$ cat src/fac_pkg.sv
// fac_pkg: constants, register map and shared functions of the fault-alert
// and frame-check block.
// assumes a single pclk domain at 125 MHz; nothing outside this file is needed.

package fac_pkg;

  ////////////////////////////////////////////////////////////////////////////
  // apb register byte offsets
  localparam logic [7:0] REG_CTRL = 8'h00;
  localparam logic [7:0] REG_FAULT = 8'h04;
  localparam logic [7:0] REG_DAC = 8'h08;
  localparam logic [7:0] REG_IRQ_STAT = 8'h0c;
  localparam logic [7:0] REG_IRQ_EN = 8'h10;
  localparam logic [7:0] REG_IRQ_CLR = 8'h14;
  localparam logic [7:0] REG_STATUS = 8'h18;

  // control register fields
  localparam int CTRL_WDT_SEL_LSB = 0;
  localparam int CTRL_WDT_EN_BIT = 3;
  localparam int CTRL_AUTO_RB_BIT = 4;
  localparam logic [15:0] CTRL_RESET = 16'h0008;
  localparam logic [15:0] DAC_RESET = 16'h0000;

  // fault register bits
  localparam int FLT_PKT_ERR_BIT = 0;
  localparam int FLT_TMO_BIT = 1;
  localparam int FLT_LOW_BIT = 2;
  localparam int FLT_HIGH_BIT = 3;

  // interrupt status / enable / clear bits
  localparam int IRQ_W = 5;
  localparam int IRQ_PKT_ERR_BIT = 0;
  localparam int IRQ_TMO_BIT = 1;
  localparam int IRQ_LOW_BIT = 2;
  localparam int IRQ_HIGH_BIT = 3;
  localparam int IRQ_FRAME_BIT = 4;
  localparam logic [IRQ_W-1:0] IRQ_EN_RESET = 5'h00;

  // status register fields
  localparam int STAT_ALARM_BIT = 16;
  localparam int STAT_RB_PEND_BIT = 17;

  ////////////////////////////////////////////////////////////////////////////
  // serial frame layout: bit 23 read, bits 22:16 address, bits 15:0 data
  localparam int FRAME_BITS_PLAIN = 24;
  localparam int FRAME_BITS_CHECKED = 32;
  localparam int FRAME_RD_BIT = 23;
  localparam logic [6:0] SADDR_DAC = 7'h01;
  localparam logic [6:0] SADDR_CTRL = 7'h02;
  localparam logic [6:0] SADDR_FAULT = 7'h05;
  localparam logic [7:0] CRC_POLY = 8'h07;
  localparam logic [7:0] CRC_INIT = 8'h00;

  ////////////////////////////////////////////////////////////////////////////
  // timing
  localparam int CLK_MHZ = 125;
  localparam int WDT_TICK_MS = 1;
  localparam int WDT_TICK_CYCLES = WDT_TICK_MS * CLK_MHZ * 1000;
  localparam logic [12:0] WDT_MS_0 = 13'h0032;
  localparam logic [12:0] WDT_MS_1 = 13'h0064;
  localparam logic [12:0] WDT_MS_2 = 13'h01f4;
  localparam logic [12:0] WDT_MS_3 = 13'h03e8;
  localparam logic [12:0] WDT_MS_4 = 13'h07d0;
  localparam logic [12:0] WDT_MS_5 = 13'h0bb8;
  localparam logic [12:0] WDT_MS_6 = 13'h0fa0;
  localparam logic [12:0] WDT_MS_7 = 13'h1388;

  // loop current window: 0.01 % of a 16-bit full scale, rounded down
  localparam int LOOP_TOL_PPM = 100;
  localparam int LOOP_FS_CODES = 65536;
  localparam logic [16:0] LOOP_TOL_CODES = 17'((LOOP_FS_CODES * LOOP_TOL_PPM) / 1000000);
  localparam logic [15:0] ALARM_CODE_UP = 16'hffff;
  localparam logic [15:0] ALARM_CODE_DOWN = 16'h0000;

  ////////////////////////////////////////////////////////////////////////////
  // crc-8, msb first, zero start, over a 24-bit word
  function automatic logic [7:0] crc24(input logic [23:0] word);
    logic [7:0] c;
    c = CRC_INIT;
    for (int i = 23; i >= 0; i--) begin
      c = (c[7] ^ word[i]) ? ((c << 1) ^ CRC_POLY) : (c << 1);
    end
    return c;
  endfunction

  function automatic logic [12:0] wdt_limit(input logic [2:0] sel);
    case (sel)
      3'h0: wdt_limit = WDT_MS_0;
      3'h1: wdt_limit = WDT_MS_1;
      3'h2: wdt_limit = WDT_MS_2;
      3'h3: wdt_limit = WDT_MS_3;
      3'h4: wdt_limit = WDT_MS_4;
      3'h5: wdt_limit = WDT_MS_5;
      3'h6: wdt_limit = WDT_MS_6;
      default: wdt_limit = WDT_MS_7;
    endcase
  endfunction

endpackage

$ cat src/fac_sync.sv
// fac_sync: two-flop synchroniser for a bundle of pins.
// assumes the inputs are independent levels; multi-bit words must not pass here.
`timescale 1ns/1ps
`default_nettype none

module fac_sync #(
  parameter int W = 1
) (
  input wire logic clk,
  input wire logic rst_n,
  input wire logic [W-1:0] d,
  output logic [W-1:0] q
);

  typedef struct packed {
    logic [W-1:0] meta;
    logic [W-1:0] q;
  } fac_sync_s;

  fac_sync_s s_r;
  fac_sync_s s_nxt;

  // first stage feeds only the second stage
  always_comb begin
    s_nxt = s_r;
    s_nxt.meta = d;
    s_nxt.q = s_r.meta;
  end

  always_ff @(posedge clk or negedge rst_n) begin
    if (!rst_n) begin
      s_r <= '0;
    end else begin
      s_r <= s_nxt;
    end
  end

  assign q = s_r.q;

endmodule

`default_nettype wire

$ cat src/fac_top.sv
// fac_top: serial watchdog, frame check on write and readback frames,
// loop current window flags, fault pin and interrupt, apb register slave.
// assumes a host on a three-wire serial link clocked slower than pclk/4,
// and a measured loop code from logic on pclk.
//
// Overview of operation
// - every fault drives pin and fault register
// - watchdog times out after selected idle period
// - timeout forces loop current to alarm
// - alarm active: watchdog does not restart
// - expired watchdog waits for status readback
// - polarity pin selects upscale or downscale alarm
// - 32-bit write frame carries check byte
// - check byte is crc-8, x^8+x^2+x+1
// - bad check: drop write, flag, alert
// - fault read clears packet error, pin
// - readback appends crc over 24 data bits
// - loop deviation sets low or high flag
// - loop low or high drives fault pin
`timescale 1ns/1ps
`default_nettype none

module fac_top #(
  parameter int unsigned TICK_CYCLES = fac_pkg::WDT_TICK_CYCLES
) (
  input wire logic pclk,
  input wire logic presetn,
  input wire logic psel,
  input wire logic penable,
  input wire logic pwrite,
  input wire logic [7:0] paddr,
  input wire logic [31:0] pwdata,
  output logic [31:0] prdata,
  output logic pready,
  output logic pslverr,
  input wire logic sclk,
  input wire logic sync_n,
  input wire logic sdin,
  output logic sdout,
  output logic sdout_oe,
  input wire logic alarm_dir,
  input wire logic [15:0] loop_meas,
  output logic fault_pin,
  output logic irq,
  output logic [15:0] loop_code,
  output logic loop_alarm,
  output logic alarm_upscale
);

  typedef struct packed {
    logic [15:0] ctrl;
    logic [15:0] dac;
    logic pkt_err;
    logic tmo;
    logic lo;
    logic hi;
    logic [fac_pkg::IRQ_W-1:0] irq_stat;
    logic [fac_pkg::IRQ_W-1:0] irq_en;
    logic irq;
    logic [16:0] tick_cnt;
    logic [12:0] wd_cnt;
    logic wd_exp;
    logic sclk_q;
    logic sync_q;
    logic [31:0] rx_sh;
    logic [5:0] rx_cnt;
    logic [31:0] tx_sh;
    logic rb_pend;
    logic [6:0] rb_addr;
    logic sdout;
    logic sdout_oe;
    logic [31:0] prdata;
    logic pready;
    logic pslverr;
    logic fault;
    logic [15:0] loop_code;
    logic alarm;
    logic up;
  } fac_state_s;

  localparam fac_state_s RESET_S = '{
    ctrl: fac_pkg::CTRL_RESET, dac: fac_pkg::DAC_RESET, irq_en: fac_pkg::IRQ_EN_RESET,
    sclk_q: 1'b0, sync_q: 1'b0, loop_code: fac_pkg::ALARM_CODE_DOWN, default: '0}; // match synchroniser reset

  fac_state_s s_r;
  fac_state_s s_nxt;

  logic sclk_s;
  logic sync_s;
  logic sdin_s;
  logic dir_s;

  localparam int IRQ_W_L = fac_pkg::IRQ_W;

  ////////////////////////////////////////////////////////////////////////////
  // pins from outside the pclk domain
  fac_sync #(.W(4)) u_sync (
    .clk(pclk),
    .rst_n(presetn),
    .d({sclk, sync_n, sdin, alarm_dir}),
    .q({sclk_s, sync_s, sdin_s, dir_s})
  );

  function automatic logic [15:0] fault_word(input fac_state_s st);
    fault_word = '0;
    fault_word[fac_pkg::FLT_PKT_ERR_BIT] = st.pkt_err;
    fault_word[fac_pkg::FLT_TMO_BIT] = st.tmo;
    fault_word[fac_pkg::FLT_LOW_BIT] = st.lo;
    fault_word[fac_pkg::FLT_HIGH_BIT] = st.hi;
  endfunction

  ////////////////////////////////////////////////////////////////////////////
  always_comb begin
    logic sclk_rise;
    logic sclk_fall;
    logic sync_fall;
    logic sync_rise;
    logic apb_acc;
    logic status_rd;
    logic frm_valid;
    logic pkt_err_set;
    logic tmo_set;
    logic tick;
    logic [23:0] word;
    logic [23:0] tx_word;
    logic [6:0] tx_addr;
    logic tx_have;
    logic [15:0] tx_data;
    logic [IRQ_W_L-1:0] irq_ev;
    logic [IRQ_W_L-1:0] irq_clr;
    logic [16:0] meas;
    logic [16:0] tgt;
    sclk_rise = 1'b0;
    sclk_fall = 1'b0;
    sync_fall = 1'b0;
    sync_rise = 1'b0;
    apb_acc = 1'b0;
    status_rd = 1'b0;
    frm_valid = 1'b0;
    pkt_err_set = 1'b0;
    tmo_set = 1'b0;
    tick = 1'b0;
    word = '0;
    tx_word = '0;
    tx_addr = '0;
    tx_have = 1'b0;
    tx_data = '0;
    irq_ev = '0;
    irq_clr = '0;
    meas = {1'b0, loop_meas};
    tgt = {1'b0, s_r.loop_code};
    s_nxt = s_r;

    // edge detection on synchronised pins
    sclk_rise = sclk_s & ~s_r.sclk_q;
    sclk_fall = ~sclk_s & s_r.sclk_q;
    sync_fall = ~sync_s & s_r.sync_q;
    sync_rise = sync_s & ~s_r.sync_q;
    s_nxt.sclk_q = sclk_s;
    s_nxt.sync_q = sync_s;

    // apb: zero wait states, read data and error staged in the setup cycle
    s_nxt.pready = 1'b1;
    apb_acc = psel & penable & s_r.pready;
    if (psel & ~penable) begin
      s_nxt.pslverr = 1'b0;
      case (paddr)
        fac_pkg::REG_CTRL: s_nxt.prdata = {16'h0000, s_r.ctrl};
        fac_pkg::REG_FAULT: s_nxt.prdata = {16'h0000, fault_word(s_r)};
        fac_pkg::REG_DAC: s_nxt.prdata = {16'h0000, s_r.dac};
        fac_pkg::REG_IRQ_STAT: s_nxt.prdata = {27'h0000000, s_r.irq_stat};
        fac_pkg::REG_IRQ_EN: s_nxt.prdata = {27'h0000000, s_r.irq_en};
        fac_pkg::REG_IRQ_CLR: s_nxt.prdata = 32'h00000000;
        fac_pkg::REG_STATUS: s_nxt.prdata = {14'h0000, s_r.rb_pend, s_r.wd_exp, 3'h0, s_r.wd_cnt};
        default: begin
          s_nxt.prdata = 32'h00000000;
          s_nxt.pslverr = 1'b1;
        end
      endcase
    end
    if (apb_acc & pwrite) begin
      case (paddr)
        fac_pkg::REG_CTRL: s_nxt.ctrl = pwdata[15:0];
        fac_pkg::REG_DAC: s_nxt.dac = pwdata[15:0];
        fac_pkg::REG_IRQ_EN: s_nxt.irq_en = pwdata[IRQ_W_L-1:0];
        fac_pkg::REG_IRQ_CLR: irq_clr = pwdata[IRQ_W_L-1:0];
        default: s_nxt.ctrl = s_nxt.ctrl;
      endcase
    end
    if (apb_acc & ~pwrite & (paddr == fac_pkg::REG_FAULT)) begin
      status_rd = 1'b1;
    end

    // serial receive: sample on sclk rise while the frame is selected
    if (sync_fall) begin
      s_nxt.rx_cnt = '0;
    end else if (sclk_rise & ~sync_s) begin
      s_nxt.rx_sh = {s_r.rx_sh[30:0], sdin_s};
      if (s_r.rx_cnt != 6'h3f) begin
        s_nxt.rx_cnt = s_r.rx_cnt + 6'h01;
      end
    end

    // frame end: 32 bits carry a check byte, 24 bits do not, others dropped
    if (sync_rise) begin
      if (s_r.rx_cnt == 6'(fac_pkg::FRAME_BITS_CHECKED)) begin
        word = s_r.rx_sh[31:8];
        if (fac_pkg::crc24(word) == s_r.rx_sh[7:0]) begin
          frm_valid = 1'b1;
        end else begin
          pkt_err_set = 1'b1;
        end
      end else if (s_r.rx_cnt == 6'(fac_pkg::FRAME_BITS_PLAIN)) begin
        word = s_r.rx_sh[23:0];
        frm_valid = 1'b1;
      end
    end
    // a failed frame never touches dac, control or readback state
    if (frm_valid) begin
      if (word[fac_pkg::FRAME_RD_BIT]) begin
        s_nxt.rb_pend = 1'b1;
        s_nxt.rb_addr = word[22:16];
      end else if (word[22:16] == fac_pkg::SADDR_DAC) begin
        s_nxt.dac = word[15:0];
      end else if (word[22:16] == fac_pkg::SADDR_CTRL) begin
        s_nxt.ctrl = word[15:0];
      end
    end

    // serial transmit: pending readback, else the fault register when auto
    // readback is on; the crc is always appended, a 24-clock host ignores it
    if (sync_fall) begin
      if (s_r.rb_pend) begin
        tx_have = 1'b1;
        tx_addr = s_r.rb_addr;
      end else if (s_r.ctrl[fac_pkg::CTRL_AUTO_RB_BIT]) begin
        tx_have = 1'b1;
        tx_addr = fac_pkg::SADDR_FAULT;
      end
      case (tx_addr)
        fac_pkg::SADDR_DAC: tx_data = s_r.dac;
        fac_pkg::SADDR_CTRL: tx_data = s_r.ctrl;
        fac_pkg::SADDR_FAULT: tx_data = fault_word(s_r);
        default: tx_data = 16'h0000;
      endcase
      tx_word = tx_have ? {1'b0, tx_addr, tx_data} : 24'h000000;
      if (tx_have & (tx_addr == fac_pkg::SADDR_FAULT)) begin
        status_rd = 1'b1;
      end
      s_nxt.rb_pend = 1'b0;
      s_nxt.tx_sh = {tx_word, fac_pkg::crc24(tx_word)};
      s_nxt.sdout = tx_word[23];
      s_nxt.sdout_oe = 1'b1;
    end else if (sync_rise) begin
      s_nxt.sdout = 1'b0;
      s_nxt.sdout_oe = 1'b0;
    end else if (sclk_fall & ~sync_s) begin
      s_nxt.tx_sh = {s_r.tx_sh[30:0], 1'b0};
      s_nxt.sdout = s_r.tx_sh[30];
    end

    // watchdog: millisecond tick from the pclk divider
    if (s_r.tick_cnt == 17'(TICK_CYCLES - 1)) begin
      tick = 1'b1;
      s_nxt.tick_cnt = '0;
    end else begin
      s_nxt.tick_cnt = s_r.tick_cnt + 17'h00001;
    end
    if (!s_r.ctrl[fac_pkg::CTRL_WDT_EN_BIT]) begin
      s_nxt.wd_cnt = '0;
      s_nxt.wd_exp = 1'b0;
    end else if (s_r.wd_exp) begin
      // frozen while in alarm; only a status readback or clearing the enable bit releases it
      if (status_rd) begin
        s_nxt.wd_exp = 1'b0;
        s_nxt.wd_cnt = '0;
      end
    end else if (frm_valid) begin
      s_nxt.wd_cnt = '0;
    end else if (tick) begin
      if (s_r.wd_cnt + 13'h0001 >= fac_pkg::wdt_limit(s_r.ctrl[fac_pkg::CTRL_WDT_SEL_LSB +: 3])) begin
        s_nxt.wd_exp = 1'b1;
        tmo_set = 1'b1;
      end else begin
        s_nxt.wd_cnt = s_r.wd_cnt + 13'h0001;
      end
    end

    // sticky fault flags: a new event wins over a same-cycle read
    s_nxt.pkt_err = (status_rd ? 1'b0 : s_r.pkt_err) | pkt_err_set;
    s_nxt.tmo = (status_rd ? 1'b0 : s_r.tmo) | tmo_set;

    // alarm level chosen by the polarity pin
    s_nxt.up = dir_s;
    s_nxt.alarm = s_nxt.wd_exp;
    if (s_nxt.wd_exp) begin
      s_nxt.loop_code = dir_s ? fac_pkg::ALARM_CODE_UP : fac_pkg::ALARM_CODE_DOWN;
    end else begin
      s_nxt.loop_code = s_nxt.dac;
    end

    // loop window against the code now driven
    s_nxt.lo = (meas + fac_pkg::LOOP_TOL_CODES) < tgt;
    s_nxt.hi = meas > (tgt + fac_pkg::LOOP_TOL_CODES);
    s_nxt.fault = s_nxt.pkt_err | s_nxt.tmo | s_nxt.lo | s_nxt.hi;

    // interrupt status: set wins over clear
    irq_ev[fac_pkg::IRQ_PKT_ERR_BIT] = pkt_err_set;
    irq_ev[fac_pkg::IRQ_TMO_BIT] = tmo_set;
    irq_ev[fac_pkg::IRQ_LOW_BIT] = s_nxt.lo & ~s_r.lo;
    irq_ev[fac_pkg::IRQ_HIGH_BIT] = s_nxt.hi & ~s_r.hi;
    irq_ev[fac_pkg::IRQ_FRAME_BIT] = frm_valid;
    s_nxt.irq_stat = (s_r.irq_stat & ~irq_clr) | irq_ev;
    s_nxt.irq = |(s_nxt.irq_stat & s_nxt.irq_en);
  end

  always_ff @(posedge pclk or negedge presetn) begin
    if (!presetn) begin
      s_r <= RESET_S;
    end else begin
      s_r <= s_nxt;
    end
  end

  ////////////////////////////////////////////////////////////////////////////
  // outputs straight from the state register
  assign prdata = s_r.prdata;
  assign pready = s_r.pready;
  assign pslverr = s_r.pslverr;
  assign sdout = s_r.sdout;
  assign sdout_oe = s_r.sdout_oe;
  assign fault_pin = s_r.fault;
  assign irq = s_r.irq;
  assign loop_code = s_r.loop_code;
  assign loop_alarm = s_r.alarm;
  assign alarm_upscale = s_r.up;

endmodule

`default_nettype wire

$ cat config.mk
export PLATFORM = sky130hd
export DESIGN_NAME = fac_top
export DESIGN_NICKNAME = d
export VERILOG_FILES = /design/src/fac_pkg.sv /design/src/fac_sync.sv /design/src/fac_top.sv
export SDC_FILE = /design/constraint.sdc
export NUM_CORES = 1
export LEC_CHECK = 0
export BUFFER_PORTS_ARGS = -buffer_cell sky130_fd_sc_hd__buf_2
export CORE_UTILIZATION = 36
export CTS_CLUSTER_SIZE = 12
export DETAILED_ROUTE_END_ITERATION = 10
export PLACE_DENSITY = 0.65
export REMOVE_ABC_BUFFERS = 1
export SLEW_MARGIN = 10
export SYNTH_ARGS = -nofsm -noshare
export SYNTH_HDL_FRONTEND = slang
export SYNTH_SLANG_ARGS = --single-unit
$ cat constraint.sdc
create_clock -name pclk -period 5.2 [get_ports pclk]
set_clock_uncertainty 0.05 [all_clocks]
set_input_delay 0 -clock pclk [delete_from_list [all_inputs] [get_ports pclk]]
set_output_delay 0 -clock pclk [all_outputs]
set_load 0.03 [all_outputs]
Word-level counts from Yosys, hierarchy flattened:

Index checks and enable logic that the tools add are counted.

* flip-flop bits (word level): 219
* word-level logic and storage cells: 325
* output and inout port bits: 56

* order comparisons: 3
* eq/ne operators: 26
* mux-type cells: 120
* reductions and logical operators: 17
* bitwise operators: 125
* add/sub/neg operators: 5

Operators by type and width (count)
* 3-bit 2-to-1 mux: 49
* 3-bit NOT: 46
* 16-bit 2-to-1 mux: 8
* 18-bit one-hot mux with 6 select lines: 1
* 32-bit 2-to-1 mux: 3
* 31-bit 2-to-1 mux: 3
* 13-bit one-hot mux with 7 select lines: 1
* 13-bit 2-to-1 mux: 6
* 24-bit 2-to-1 mux: 3
* 14-bit 2-to-1 mux: 4
* 16-bit one-hot mux with 3 select lines: 1
* 1-bit XOR: 36
* 16-bit by 3-bit adder with 17-bit output, second input constant: 2
* 1-bit 2-to-1 mux: 27
* 8-bit by 5-bit == test with 1-bit output, second input constant: 3
* 23-bit 2-to-1 mux: 1
* 5-bit 2-to-1 mux: 4
* 6-bit 2-to-1 mux: 3
* 17-bit by 1-bit adder with 17-bit output, second input constant: 1
* 17-bit == test, second input constant: 1
* 16-bit by 17-bit > comparator with 1-bit output: 1
* 17-bit by 16-bit < comparator with 1-bit output: 1
* 17-bit 2-to-1 mux: 1
* 8-bit by 4-bit == test with 1-bit output, second input constant: 2
* 36 further kinds: 88

Depth between registers and ports, before layout:

Gate-level depths: netlist of run 1.

* depth in word-level cells: 64
* gate-level depth with buffers: 17
* gate-level depth less buffers: 16

Modules after synthesis:

A second synthesis of run 1 with hierarchy kept.

* cell total of the unflattened synthesis: 1307
* area total of the unflattened synthesis: 13101.3 sq um

By module, submodules not included
* fac_top: times used 1, cells an instance 1299, area each 12901.1 sq um, sequential area each 4931.0 sq um
* fac_sync: times used 1, cells an instance 8, area each 200.2 sq um, sequential area each 200.2 sq um

Worst setup path after synthesis of run 1:

Ideal clock, no wire load.

* path kind: reg2reg
* start point: reg s_r[124] in the netlist's numbering
* end point: reg s_r (netlist bit loop_code[10])
* buffers on the path: 3
* clock period less this slack: 3.695 ns
* setup time: 0.125 ns
* data arrival time: 3.520 ns
* required time: 5.025 ns
* path slack: 1.505 ns
* stages on the path, launching flop included: 14
* cell sequence: dfrtp_1 buf_2 xor2_1 xnor3_1 xnor3_2 mux2_4 o221a_1 o31a_1 o2111ai_4 nor2b_2 a31o_1 buf_6 buf_6 mux2_4

RTL lines
* start: declaration: RTL line fac_top.sv:85 `fac_state_s s_r;`
* start signal: assignment: RTL line fac_top.sv:321 `s_r <= s_nxt;`

==> results of run 1 <==
layer usage:
metal  GRT usage  up-vias  part of all wire
li1            -     4680                 -
met3      0.0196       59             0.049
met2       0.295      266              0.46
met4      0.0618        0             0.031
met1       0.242     4811              0.46
met5           0        -                 0
flip-flops by register name, indices dropped and copies added, names as in the netlist:
register / flops
sdout_oe: 1
loop_alarm: 1
prdata: 18
pready: 1
loop_code: 16
u_sync.q: 4
s_r: 155
irq: 1
alarm_upscale: 1
sdout: 1
pslverr: 1
fault_pin: 1
u_sync.s_nxt: 4
per-stage QoR:
step | power, mW | setup slack (ns)
CTS | 4.11 | 0.916
floorplan | 2.22 | 0.817
global placement | 2.39 | 0.990
global route | 4.25 | 0.582
finish | 4.07 | 0.869
detailed placement | 2.41 | 0.947
path summary, 6_finish.rpt:
| check | start | endpoint | slack (ns) | cells after the start |
|---|---|---|---|---|
| setup / recovery | s_r[136] | loop_code[5] | 0.87 | 16 |
| hold / removal | presetn | u_sync.s_nxt[3] | -0.01 | 2 |
| setup reg to reg | s_r[136] | loop_code[5] | 0.87 | 16 |
| hold reg to reg | u_sync.s_nxt[0] | u_sync.q[0] | 0.30 | 0 |
| max in group asynchronous | presetn | s_r[172] | 3.99 | 3 |
| min in group pclk | sdin | u_sync.s_nxt[1] | 0.07 | 2 |
layout by cell type (no fill, tap or decap), types with 14 or more instances in the layout:
cell / instances
a21oi_1: 30
a221o_1: 15
a22o_1: 33
a22oi_1: 29
and3_1: 14
buf_2: 89
buf_4: 18
clkbuf_16: 24
conb_1: 15
dfrtp_1: 204
dlygate4sd3_1: 26
ha_1: 51
inv_1: 40
mux2_2: 68
mux2i_1: 51
nand2_1: 116
nand3_1: 32
nor2_1: 79
o21ai_0: 74
o22ai_1: 14
xnor2_1: 92
xor2_1: 43
kinds of logic after synthesis:
group | synth area share
other | 0.000577
buffers and inverters | 0.0620
adders and majority gates | 0.0491
muxes | 0.110
AOI/OAI and AO/OA | 0.147
xor gates and xnor gates | 0.118
and+or+nand+nor | 0.119
DFF | 0.394
area by class of cell:
class	count	area [um^2]	area share
Tap cell	461	577	0.0394
Clock buffer	32	661	0.0451
Clock inverter	11	120	0.00820
Inverter	40	150	0.0102
Timing Repair Buffer	135	876	0.0598
Multi-Input combinational cell	947	7140	0.487
Sequential cell	205	5130	0.350
critical path, delay by kind of cell, from the launching register on:
kind                     cells  cell delay (ns)
AO/OA/AOI/OAI                3             0.49
AND/OR/NAND/NOR              8             1.82
flip-flops                   1             0.46
buffers and inverters        1             0.25
multiplexers                 1             0.37
adder cells (fa/ha/maj)      2             0.60
XOR/XNOR                     1             0.16
power by group through the flow:
stage / combinational (mW) / clock [mW] / sequential [mW]
5_1_grt: 0.679 / 1.77 / 1.80
3_5_place_dp: 0.594 / 0 / 1.82
2_1_floorplan: 0.422 / 0 / 1.80
4_1_cts: 0.614 / 1.71 / 1.79
3_3_place_gp: 0.574 / 0 / 1.81
6_report: 0.612 / 1.66 / 1.79
==> results by group, run 1 <==
Status
  • Status: complete, but fails checks
  • Failing checks: negative hold slack

Layout
  • Synth-to-Final Area Change: 12.6%
  • Fraction of layout cells with a size suffix above 1: 0.174
  • FILL cells: 3439
  • Non-filler instance count after layout: 1831
  • Diode count: 0
  • Post-route cell area: 14700 um^2
  • Util after Layout: 0.412
  • Nets: 1469

Pwr
  • Clock network power share: 0.409
  • Worst VDD drop: 0.000186 V
  • Reg power frac: 0.440
  • Lkg Pwr: 6.82 nW
  • Sw Share: 0.266
  • Switching power total: 1.08 mW
  • Combinational Power Share: 0.150
  • PwrDens: 277 nW/um^2
  • Internal: 2.98 mW

Clock tree
  • CTS Buf Count: 24
  • Post-CTS Setup Repair Bufs: 0
  • CTS sink count: 205
  • CTS max path bufs: 3
  • Worst skew pair latency: 0.53 ns
  • Clock slew seen by the registers of the worst setup and hold paths: 0.06 ns
  • Hold-fix buffers at CTS: 26
  • CTS tree: done
  • Clk root buf: clkbuf_16
  • H-tree levels: 1
  • CTS resizes: 0

STA
  • Worst-margin pin slew: 1.14 ns
  • Slew Limit Fails: 0
  • Tmin final: 4.33 ns
  • Final Hold Fails: 3
  • Crit share post-route: 0.833
  • Maximum clock rate: 0.231 GHz
  • Setup TNS: 0 ns
  • Hold WS: -0.00954 ns
  • Slew margin rel.: 0.234
  • Unrepaired setup endpoints after global routing: no
  • Final setup viols: 0

Drt
  • Initial DRC count: 724
  • Initial DRT Pass Iterations: 8
  • Total wire length: 33000 um
  • Final ANT Viol Nets: 0
  • DRC Markers: 0
  • Total number of vias: 9816
  • WL/cell: 18.0 um
  • Vias per inst: 5.36

Synthesis
  • Synth warn: 0
  • Async S/R FF share, synth: 1.00
  • Mapped Area: 13000 um^2
  • Syn Area/Cell: 10.0 um^2
  • Top FF cell, synth: dfrtp_1
  • EDFF count, synth: 0
  • Top-count cell post-synth: dfrtp_1
  • Commonest cells post-synth: dfrtp_1, nand2_1, xnor2_1, nor2_1, o21ai_0
  • Gate Count Post-Synth: 1299
  • Register area share after synthesis: 0.394
  • Flops & latches, synth: 205
  • Synth area leaders: dfrtp_1, xnor2_1, mux2_2
  • Distinct cells, synth: 71
  • Top cell type's share of synthesized area: 0.392
  • Leading area contributor after synthesis: dfrtp_1

GRT
  • Total gr overflow: 0
  • Largest net degree at the start of global routing: 126
  • Antenna violations before repair: 0
  • Vias in the first global route: 9682
  • First-pass GRT wire length: 52300 um
  • Total track usage: 0.179

Setup path
  • Most frequent CP cell: nand3_1
  • Crit-path cells: ha_1 -> nand3_1 -> nor2_1 -> and3_1 -> and3_1 -> nand3_1 -> xnor2_1 -> ha_1 -> nand3_1 -> nor4_1 -> a211oi_1 -> o21ai_0 -> nor2b_2 -> a31o_1 -> buf_4 -> mux2_2
  • WP data required: 5.55 ns
  • Worst Setup Start Kind: flop
  • Critical Path AT: 4.69 ns
  • Kind of critical path: reg -> reg
  • Largest fanout on the critical path: 17
  • Worst path max stage delay: 0.46 ns
  • Worst Setup End Kind: flop
  • Slowest cell on the critical path: dfrtp_1

Die
  • Die H: 192 um
  • I/O Pins: 121
  • Rows: 69
  • Starting Density: 0.366
  • Die area: 36900 um^2
  • Die width: 192 um
  • Core Footprint: 35600 um^2

Placement
  • # port buffers: 90
  • Placed cell area: 13600 um^2
  • Inst Count DP: 1762
  • GP Congestion: 0.880
  • DPL Wire Length: 24000 um

Hold path
  • Worst min-delay path class: in -> async

Run
  • Maxcap violations: 0
No activity file was read; power rests on OpenSTA's default activity.
==> run 2: changes to the inputs <==
clock period = 4.1 ns   (was 5.2 ns; I/O delays follow)
==> results by group, run 2 (same netlist as run 1, synthesis figures left out) <==
Drt
  • Total number of vias: 9850 (+0.35%)
  • Final ANT Viol Nets: 0 (unchanged)
  • DRC Markers: 0 (unchanged)
  • Initial DRT Pass Iterations: 5 (-3)
  • WL/cell: 18.0 um (+0.18%)
  • Initial DRC count: 840 (+16%)
  • Total wire length: 33400 um (+1.3%)
  • Vias per inst: 5.32 (-0.79%)

Die
  • Die width: 192 um (unchanged)
  • Starting Density: 0.366 (unchanged)
  • Die area: 36900 um^2 (unchanged)
  • Core Footprint: 35600 um^2 (unchanged)
  • I/O Pins: 121 (unchanged)
  • Die H: 192 um (unchanged)
  • Rows: 69 (unchanged)

Clock tree
  • H-tree levels: 1 (unchanged)
  • CTS max path bufs: 3 (unchanged)
  • Clock slew seen by the registers of the worst setup and hold paths: 0.06 ns (about the same)
  • Post-CTS Setup Repair Bufs: 0 (unchanged)
  • CTS tree: done
  • Worst skew pair latency: 0.53 ns (about the same)
  • Clk root buf: clkbuf_16
  • CTS Buf Count: 25 (+4.2%)
  • CTS sink count: 205 (unchanged)

STA
  • Worst-margin pin slew: 1.11 ns (-0.0304 ns)
  • Slew Limit Fails: 0 (unchanged)
  • Final setup viols: 0 (unchanged)
  • Unrepaired setup endpoints after global routing: no
  • Maximum clock rate: 0.253 GHz (+9.5%)
  • Tmin final: 3.95 ns (-0.377 ns)
  • Slew margin rel.: 0.261 (+0.0273)
  • Final Hold Fails: 0 (-3)
  • Crit share post-route: 0.964 (+0.131)

Setup path
  • Largest fanout on the critical path: 8 (-9)
  • Critical Path AT: 4.32 ns (-0.37 ns)
  • Worst setup path startpoint: s_r[117]
  • Worst Setup End Kind: flop
  • Reg2Reg Setup Slack: 0.15 ns (-0.72 ns)
  • Worst Setup EP: irq
  • WP data required: 4.47 ns (-1.08 ns)
  • Kind of critical path: reg -> reg
  • Worst Setup Start Kind: flop
  • Worst Reg-to-Reg Cells: 11 (-5)
  • R2r startpoint: s_r[117]
  • Worst R2R End: irq

GRT
  • Antenna violations before repair: 0 (unchanged)
  • Vias in the first global route: 9531 (-1.6%)
  • Total gr overflow: 0 (unchanged)
  • Total track usage: 0.182 (+0.00384)
  • Largest net degree at the start of global routing: 136 (+7.9%)
  • First-pass GRT wire length: 53100 um (+1.6%)

Layout
  • Nets: 1490 (+1.4%)
  • FILL cells: 3398 (-1.2%)
  • Fraction of layout cells with a size suffix above 1: 0.188 (+0.0139)
  • Most common cell after layout, fill and taps aside: dfrtp_1
  • Util after Layout: 0.418 (+0.00556)
  • Top reg by flops: s_r
  • Post-route cell area: 14900 um^2 (+1.3%)
  • Commonest cells after routing, fill and taps aside: dfrtp_1, nand2_1, xnor2_1, buf_2, nor2_1
  • Synth-to-Final Area Change: 14.2%
  • Max FFs per register: 155 (unchanged)
  • Diode count: 0 (unchanged)

Pwr
  • Combinational Power Share: 0.148 (-0.002)
  • Internal: 3.82 mW (+28%)
  • Sw Share: 0.267 (+0.00147)
  • Switching power total: 1.39 mW (+29%)
  • Worst VDD drop: 0.000253 V (+36%)
  • PwrDens: 351 nW/um^2 (+27%)
  • Clock network power share: 0.415 (+0.006)
  • Reg power frac: 0.437 (-0.003)
  • Lkg Pwr: 6.92 nW (+1.5%)

Run
  • Maxcap violations: 0 (unchanged)

Placement
  • DPL Wire Length: 24200 um (+1.1%)
  • Placed cell area: 13800 um^2 (+1.2%)
  • GP Congestion: 0.895 (+1.7%)
  • # port buffers: 90 (unchanged)

Status
  • Status: finished clean

Hold path
  • Hold path start: sdin
  • Worst min-delay path class: in -> reg
  • WHS Path Cells: 2
## run 2: cell types whose count changed in the layout (fill, tap and decap cells not counted), moves of 3 or more
cell | previous run | this run
clkinv_2 | 7 | 2
clkinvlp_4 | 0 | 3
buf_4 | 18 | 37
clkbuf_8 | 3 | 6
## run 2: repair_timing
action,CTS,global route
endpoints found under the setup margin,0,21
hold endpoints to repair,187,0
gates resized for setup,0,3
hold buffers,26,0
## run 2: power groups by stage
stage          Clock (mW)  Sequential (mW)  Combinational [mW]
2_1_floorplan           0             2.28               0.535
3_3_place_gp            0             2.30               0.734
3_5_place_dp            0             2.31               0.753
4_1_cts              2.21             2.27               0.776
5_1_grt              2.30             2.29               0.864
6_report             2.16             2.28               0.774
## run 2: worst min path at each step
stage | to
floorplan | alarm_upscale
global placement | u_sync.s_nxt[3]
detailed placement | u_sync.s_nxt[3]
CTS | s_r[180]
global route | u_sync.s_nxt[1]
finish | u_sync.s_nxt[1]
## run 2: layout make-up
cell class	count	area [um^2]	share of cell area
inverters	40	150	0.0101
multi-input cells	947	7150	0.481
repair buffers	155	1040	0.0699
clock inverters	8	80.1	0.00539
well taps	461	577	0.0388
flip-flops and latches	205	5130	0.346
clock buffers	36	727	0.0490
## run 2: stage by stage
stage | std cells | power [mW] | setup WS, ns | TNS, ns | hold WS, ns
2_1_floorplan | 1192 | 2.82 | -0.283 | -5.55 | -0.346
3_3_place_gp | 1782 | 3.04 | 0.221 | 0 | 0.0598
3_5_place_dp | 1782 | 3.06 | 0.192 | 0 | 0.0599
4_1_cts | 1852 | 5.26 | 0.178 | 0 | 0.0407
5_1_grt | 1852 | 5.46 | 0.00551 | 0 | 0.0588
6_report | 1852 | 5.21 | 0.146 | 0 | 0.0580
## run 2: layer usage
layer  track usage  vias up  share of wire
li1              -     4720              -
met1         0.251     4799           0.46
met2         0.296      272           0.46
met3        0.0256       59          0.052
met4        0.0563        0          0.027
met5             0        -              0
## run 2: critical path, stage by stage, from the launching register on
cell	delay, ns
dfrtp_1	0.45
xnor2_1	0.28
xnor3_1	0.46
xnor3_2	0.44
mux2_4	0.32
o221a_1	0.23
o31a_1	0.41
o2111ai_4	0.29
buf_4	0.21
and3b_1	0.18
a221o_1	0.29
a211o_1	0.23
==> run 3: changes to the inputs <==
--- a/config.mk
+++ b/config.mk
@@ -6,9 +6,9 @@
 export NUM_CORES = 1
 export LEC_CHECK = 0
-export BUFFER_PORTS_ARGS = -buffer_cell sky130_fd_sc_hd__buf_2
 export CORE_UTILIZATION = 36
 export CTS_CLUSTER_SIZE = 12
 export DETAILED_ROUTE_END_ITERATION = 10
-export PLACE_DENSITY = 0.65
+export DONT_BUFFER_PORTS = 1
+export PLACE_DENSITY = 0.62
 export REMOVE_ABC_BUFFERS = 1
 export SLEW_MARGIN = 10
==> constraint.sdc (replaced) <==
create_clock -name pclk -period 4.1 [get_ports pclk]
set_clock_uncertainty 0.05 [all_clocks]
set_input_delay 0.615 -clock pclk [delete_from_list [all_inputs] [get_ports pclk]]
set_output_delay 0.615 -clock pclk [all_outputs]
set_load 0.03 [all_outputs]
==> results by group, run 3 (same netlist as run 1, synthesis figures left out) <==
GRT
  • Largest net degree at the start of global routing: 206 (+51%)
  • First-pass GRT wire length: 52400 um (-1.3%)
  • Total gr overflow: 0 (unchanged)
  • Vias in the first global route: 9377 (-1.6%)
  • Total track usage: 0.181 (-0.00183)
  • Antenna violations before repair: 2 (+2)

Drt
  • Vias per inst: 5.38 (+1.1%)
  • Final ANT Viol Nets: 0 (unchanged)
  • Initial DRC count: 644 (-23%)
  • DRC Markers: 0 (unchanged)
  • Total wire length: 33000 um (-1.1%)
  • Initial DRT Pass Iterations: 5 (unchanged)
  • Total number of vias: 9418 (-4.4%)
  • WL/cell: 18.9 um (+4.6%)

STA
  • Maximum clock rate: 0.257 GHz (+1.5%)
  • Unrepaired setup endpoints after global routing: no
  • Tmin final: 3.89 ns (-0.0600 ns)
  • Slew Limit Fails: 0 (unchanged)
  • Final Hold Fails: 204 (+204)
  • Final setup viols: 0 (unchanged)
  • Worst-margin pin slew: 0.975 ns (-0.134 ns)
  • Post-route setup slack: 0.206 ns (+0.0600 ns)
  • Crit share post-route: 0.950 (-0.0146)
  • Setup TNS: 0 ns (unchanged)
  • Hold WS: -0.234 ns (-0.292 ns)
  • Slew margin rel.: 0.344 (+0.0833)

Setup path
  • Worst Setup End Kind: flop
  • Worst Setup Start Kind: flop
  • WP data required: 4.44 ns (-0.03 ns)
  • Reg2Reg Setup Slack: 0.21 ns (+0.06 ns)
  • Kind of critical path: reg -> reg
  • Largest fanout on the critical path: 17 (+9)
  • Critical Path AT: 4.23 ns (-0.09 ns)

Layout
  • FF/Latch Area: 5130 um^2 (about the same)
  • Nets: 1386 (-7.0%)
  • Max FFs per register: 155 (unchanged)
  • Synth-to-Final Area Change: 9.52%
  • Fraction of layout cells with a size suffix above 1: 0.143 (-0.0449)
  • Commonest cells after routing, fill and taps aside: dfrtp_1, nand2_1, xnor2_1, nor2_1, o21ai_0
  • Most common cell after layout, fill and taps aside: dfrtp_1
  • Multi-input logic area: 7150 um^2 (about the same)
  • FILL cells: 3469 (+2.1%)
  • Top reg by flops: s_r

Pwr
  • Lkg Pwr: 6.52 nW (-5.7%)
  • Worst VDD drop: 0.000245 V (-3.5%)
  • PwrDens: 363 nW/um^2 (+3.4%)

Die
  • Starting Density: 0.366 (unchanged)
  • Die width: 192 um (unchanged)
  • Die area: 36900 um^2 (unchanged)
  • Core Footprint: 35600 um^2 (unchanged)
  • I/O Pins: 121 (unchanged)
  • Rows: 69 (unchanged)
  • Die H: 192 um (unchanged)

Run
  • Maxcap violations: 0 (unchanged)

Hold path
  • Worst min-delay path class: in -> async

Clock tree
  • H-tree levels: 1 (unchanged)
  • CTS max path bufs: 3 (unchanged)
  • Clock slew seen by the registers of the worst setup and hold paths: 0.05 ns (about the same)
  • CTS tree: done
  • Worst skew pair latency: 0.53 ns (about the same)
  • Post-CTS Setup Repair Bufs: 0 (unchanged)
  • CTS sink count: 205 (unchanged)
  • CTS Buf Count: 25 (unchanged)
  • Clk root buf: clkbuf_16

Placement
  • # port buffers: 0 (-100%)
  • DPL Wire Length: 24000 um (-0.81%)
  • Pre-CTS WS: 0.209 ns (+0.0170 ns)
  • GP Congestion: 0.833 (-6.9%)

Status
  • Failing checks: negative hold slack
  • Status: complete, but fails checks
## run 3: changes by cell type in the layout (fill, tap and decap cells not counted), sizes merged
cell         before  now
buf             129   51
bufinv            1    3
clkbuf           36   35
clkinv            2    7
clkinvlp          3    0
diode             0    1
dlygate4sd3      26    0
inv              42   41
## run 3: stage by stage
step | power [mW] | cells | hold slack, ns | utilization | area [um^2]
floorplan | 2.82 | 1192 | 0.269 | - | 12400
global placement | 2.94 | 1704 | 0.284 | 0.377 | 13400
detailed placement | 2.96 | 1704 | 0.286 | 0.377 | 13400
CTS | 5.22 | 1750 | -0.265 | 0.400 | 14200
global route | 5.41 | 1750 | -0.285 | 0.400 | 14200
finish | 5.17 | 1751 | -0.234 | 0.401 | 14200
## run 3: power breakdown
group	total [mW]	switching, mW	internal, mW	leakage (nW)
logic	0.644	0.301	0.343	3.65
registers	2.28	0.136	2.15	2.46
clock network	2.25	0.877	1.37	0.412
## run 3: path summary, 6_finish.rpt
| path | from | end | cells past startpoint |
|---|---|---|---|
| setup / recovery | s_r[124] | loop_code[15] | 11 |
| hold / removal | presetn | s_r[96] | 0 |
| setup reg to reg | s_r[124] | loop_code[15] | 11 |
| hold reg to reg | u_sync.s_nxt[0] | u_sync.q[0] | 0 |
| max in group asynchronous | presetn | s_r[156] | 0 |
| min in group pclk | alarm_dir | u_sync.s_nxt[0] | 0 |
## run 3: critical path, stage by stage (launching register included)
cell	delay, ns
dfrtp_1	0.53
xor2_1	0.23
xnor3_1	0.28
xnor3_2	0.47
mux2_2	0.35
a221oi_1	0.33
o31a_1	0.44
o2111ai_4	0.19
nor2b_4	0.19
a31o_1	0.17
buf_12	0.17
mux2_2	0.34
## run 3: final cells by class
type / instances / share of cell area
Clock buffer: 35 / 0.0487
Clock inverter: 11 / 0.00966
Antenna cell: 1 / 0.000176
Tap cell: 461 / 0.0405
Inverter: 40 / 0.0105
Multi-Input combinational cell: 947 / 0.502
Sequential cell: 205 / 0.360
Timing Repair Buffer: 51 / 0.0286
## run 3: timing repair
action | in CTS | in global routing
gates resized for setup | 0 | 4
endpoints found under the setup margin | 0 | 22
endpoints found under the hold margin | 205 | 205
## run 3: per-layer routing
layer	share of wire	GRT usage
met5	0.00039	0
met4	0.031	0.0594
met2	0.46	0.294
met1	0.45	0.242
met3	0.059	0.0320
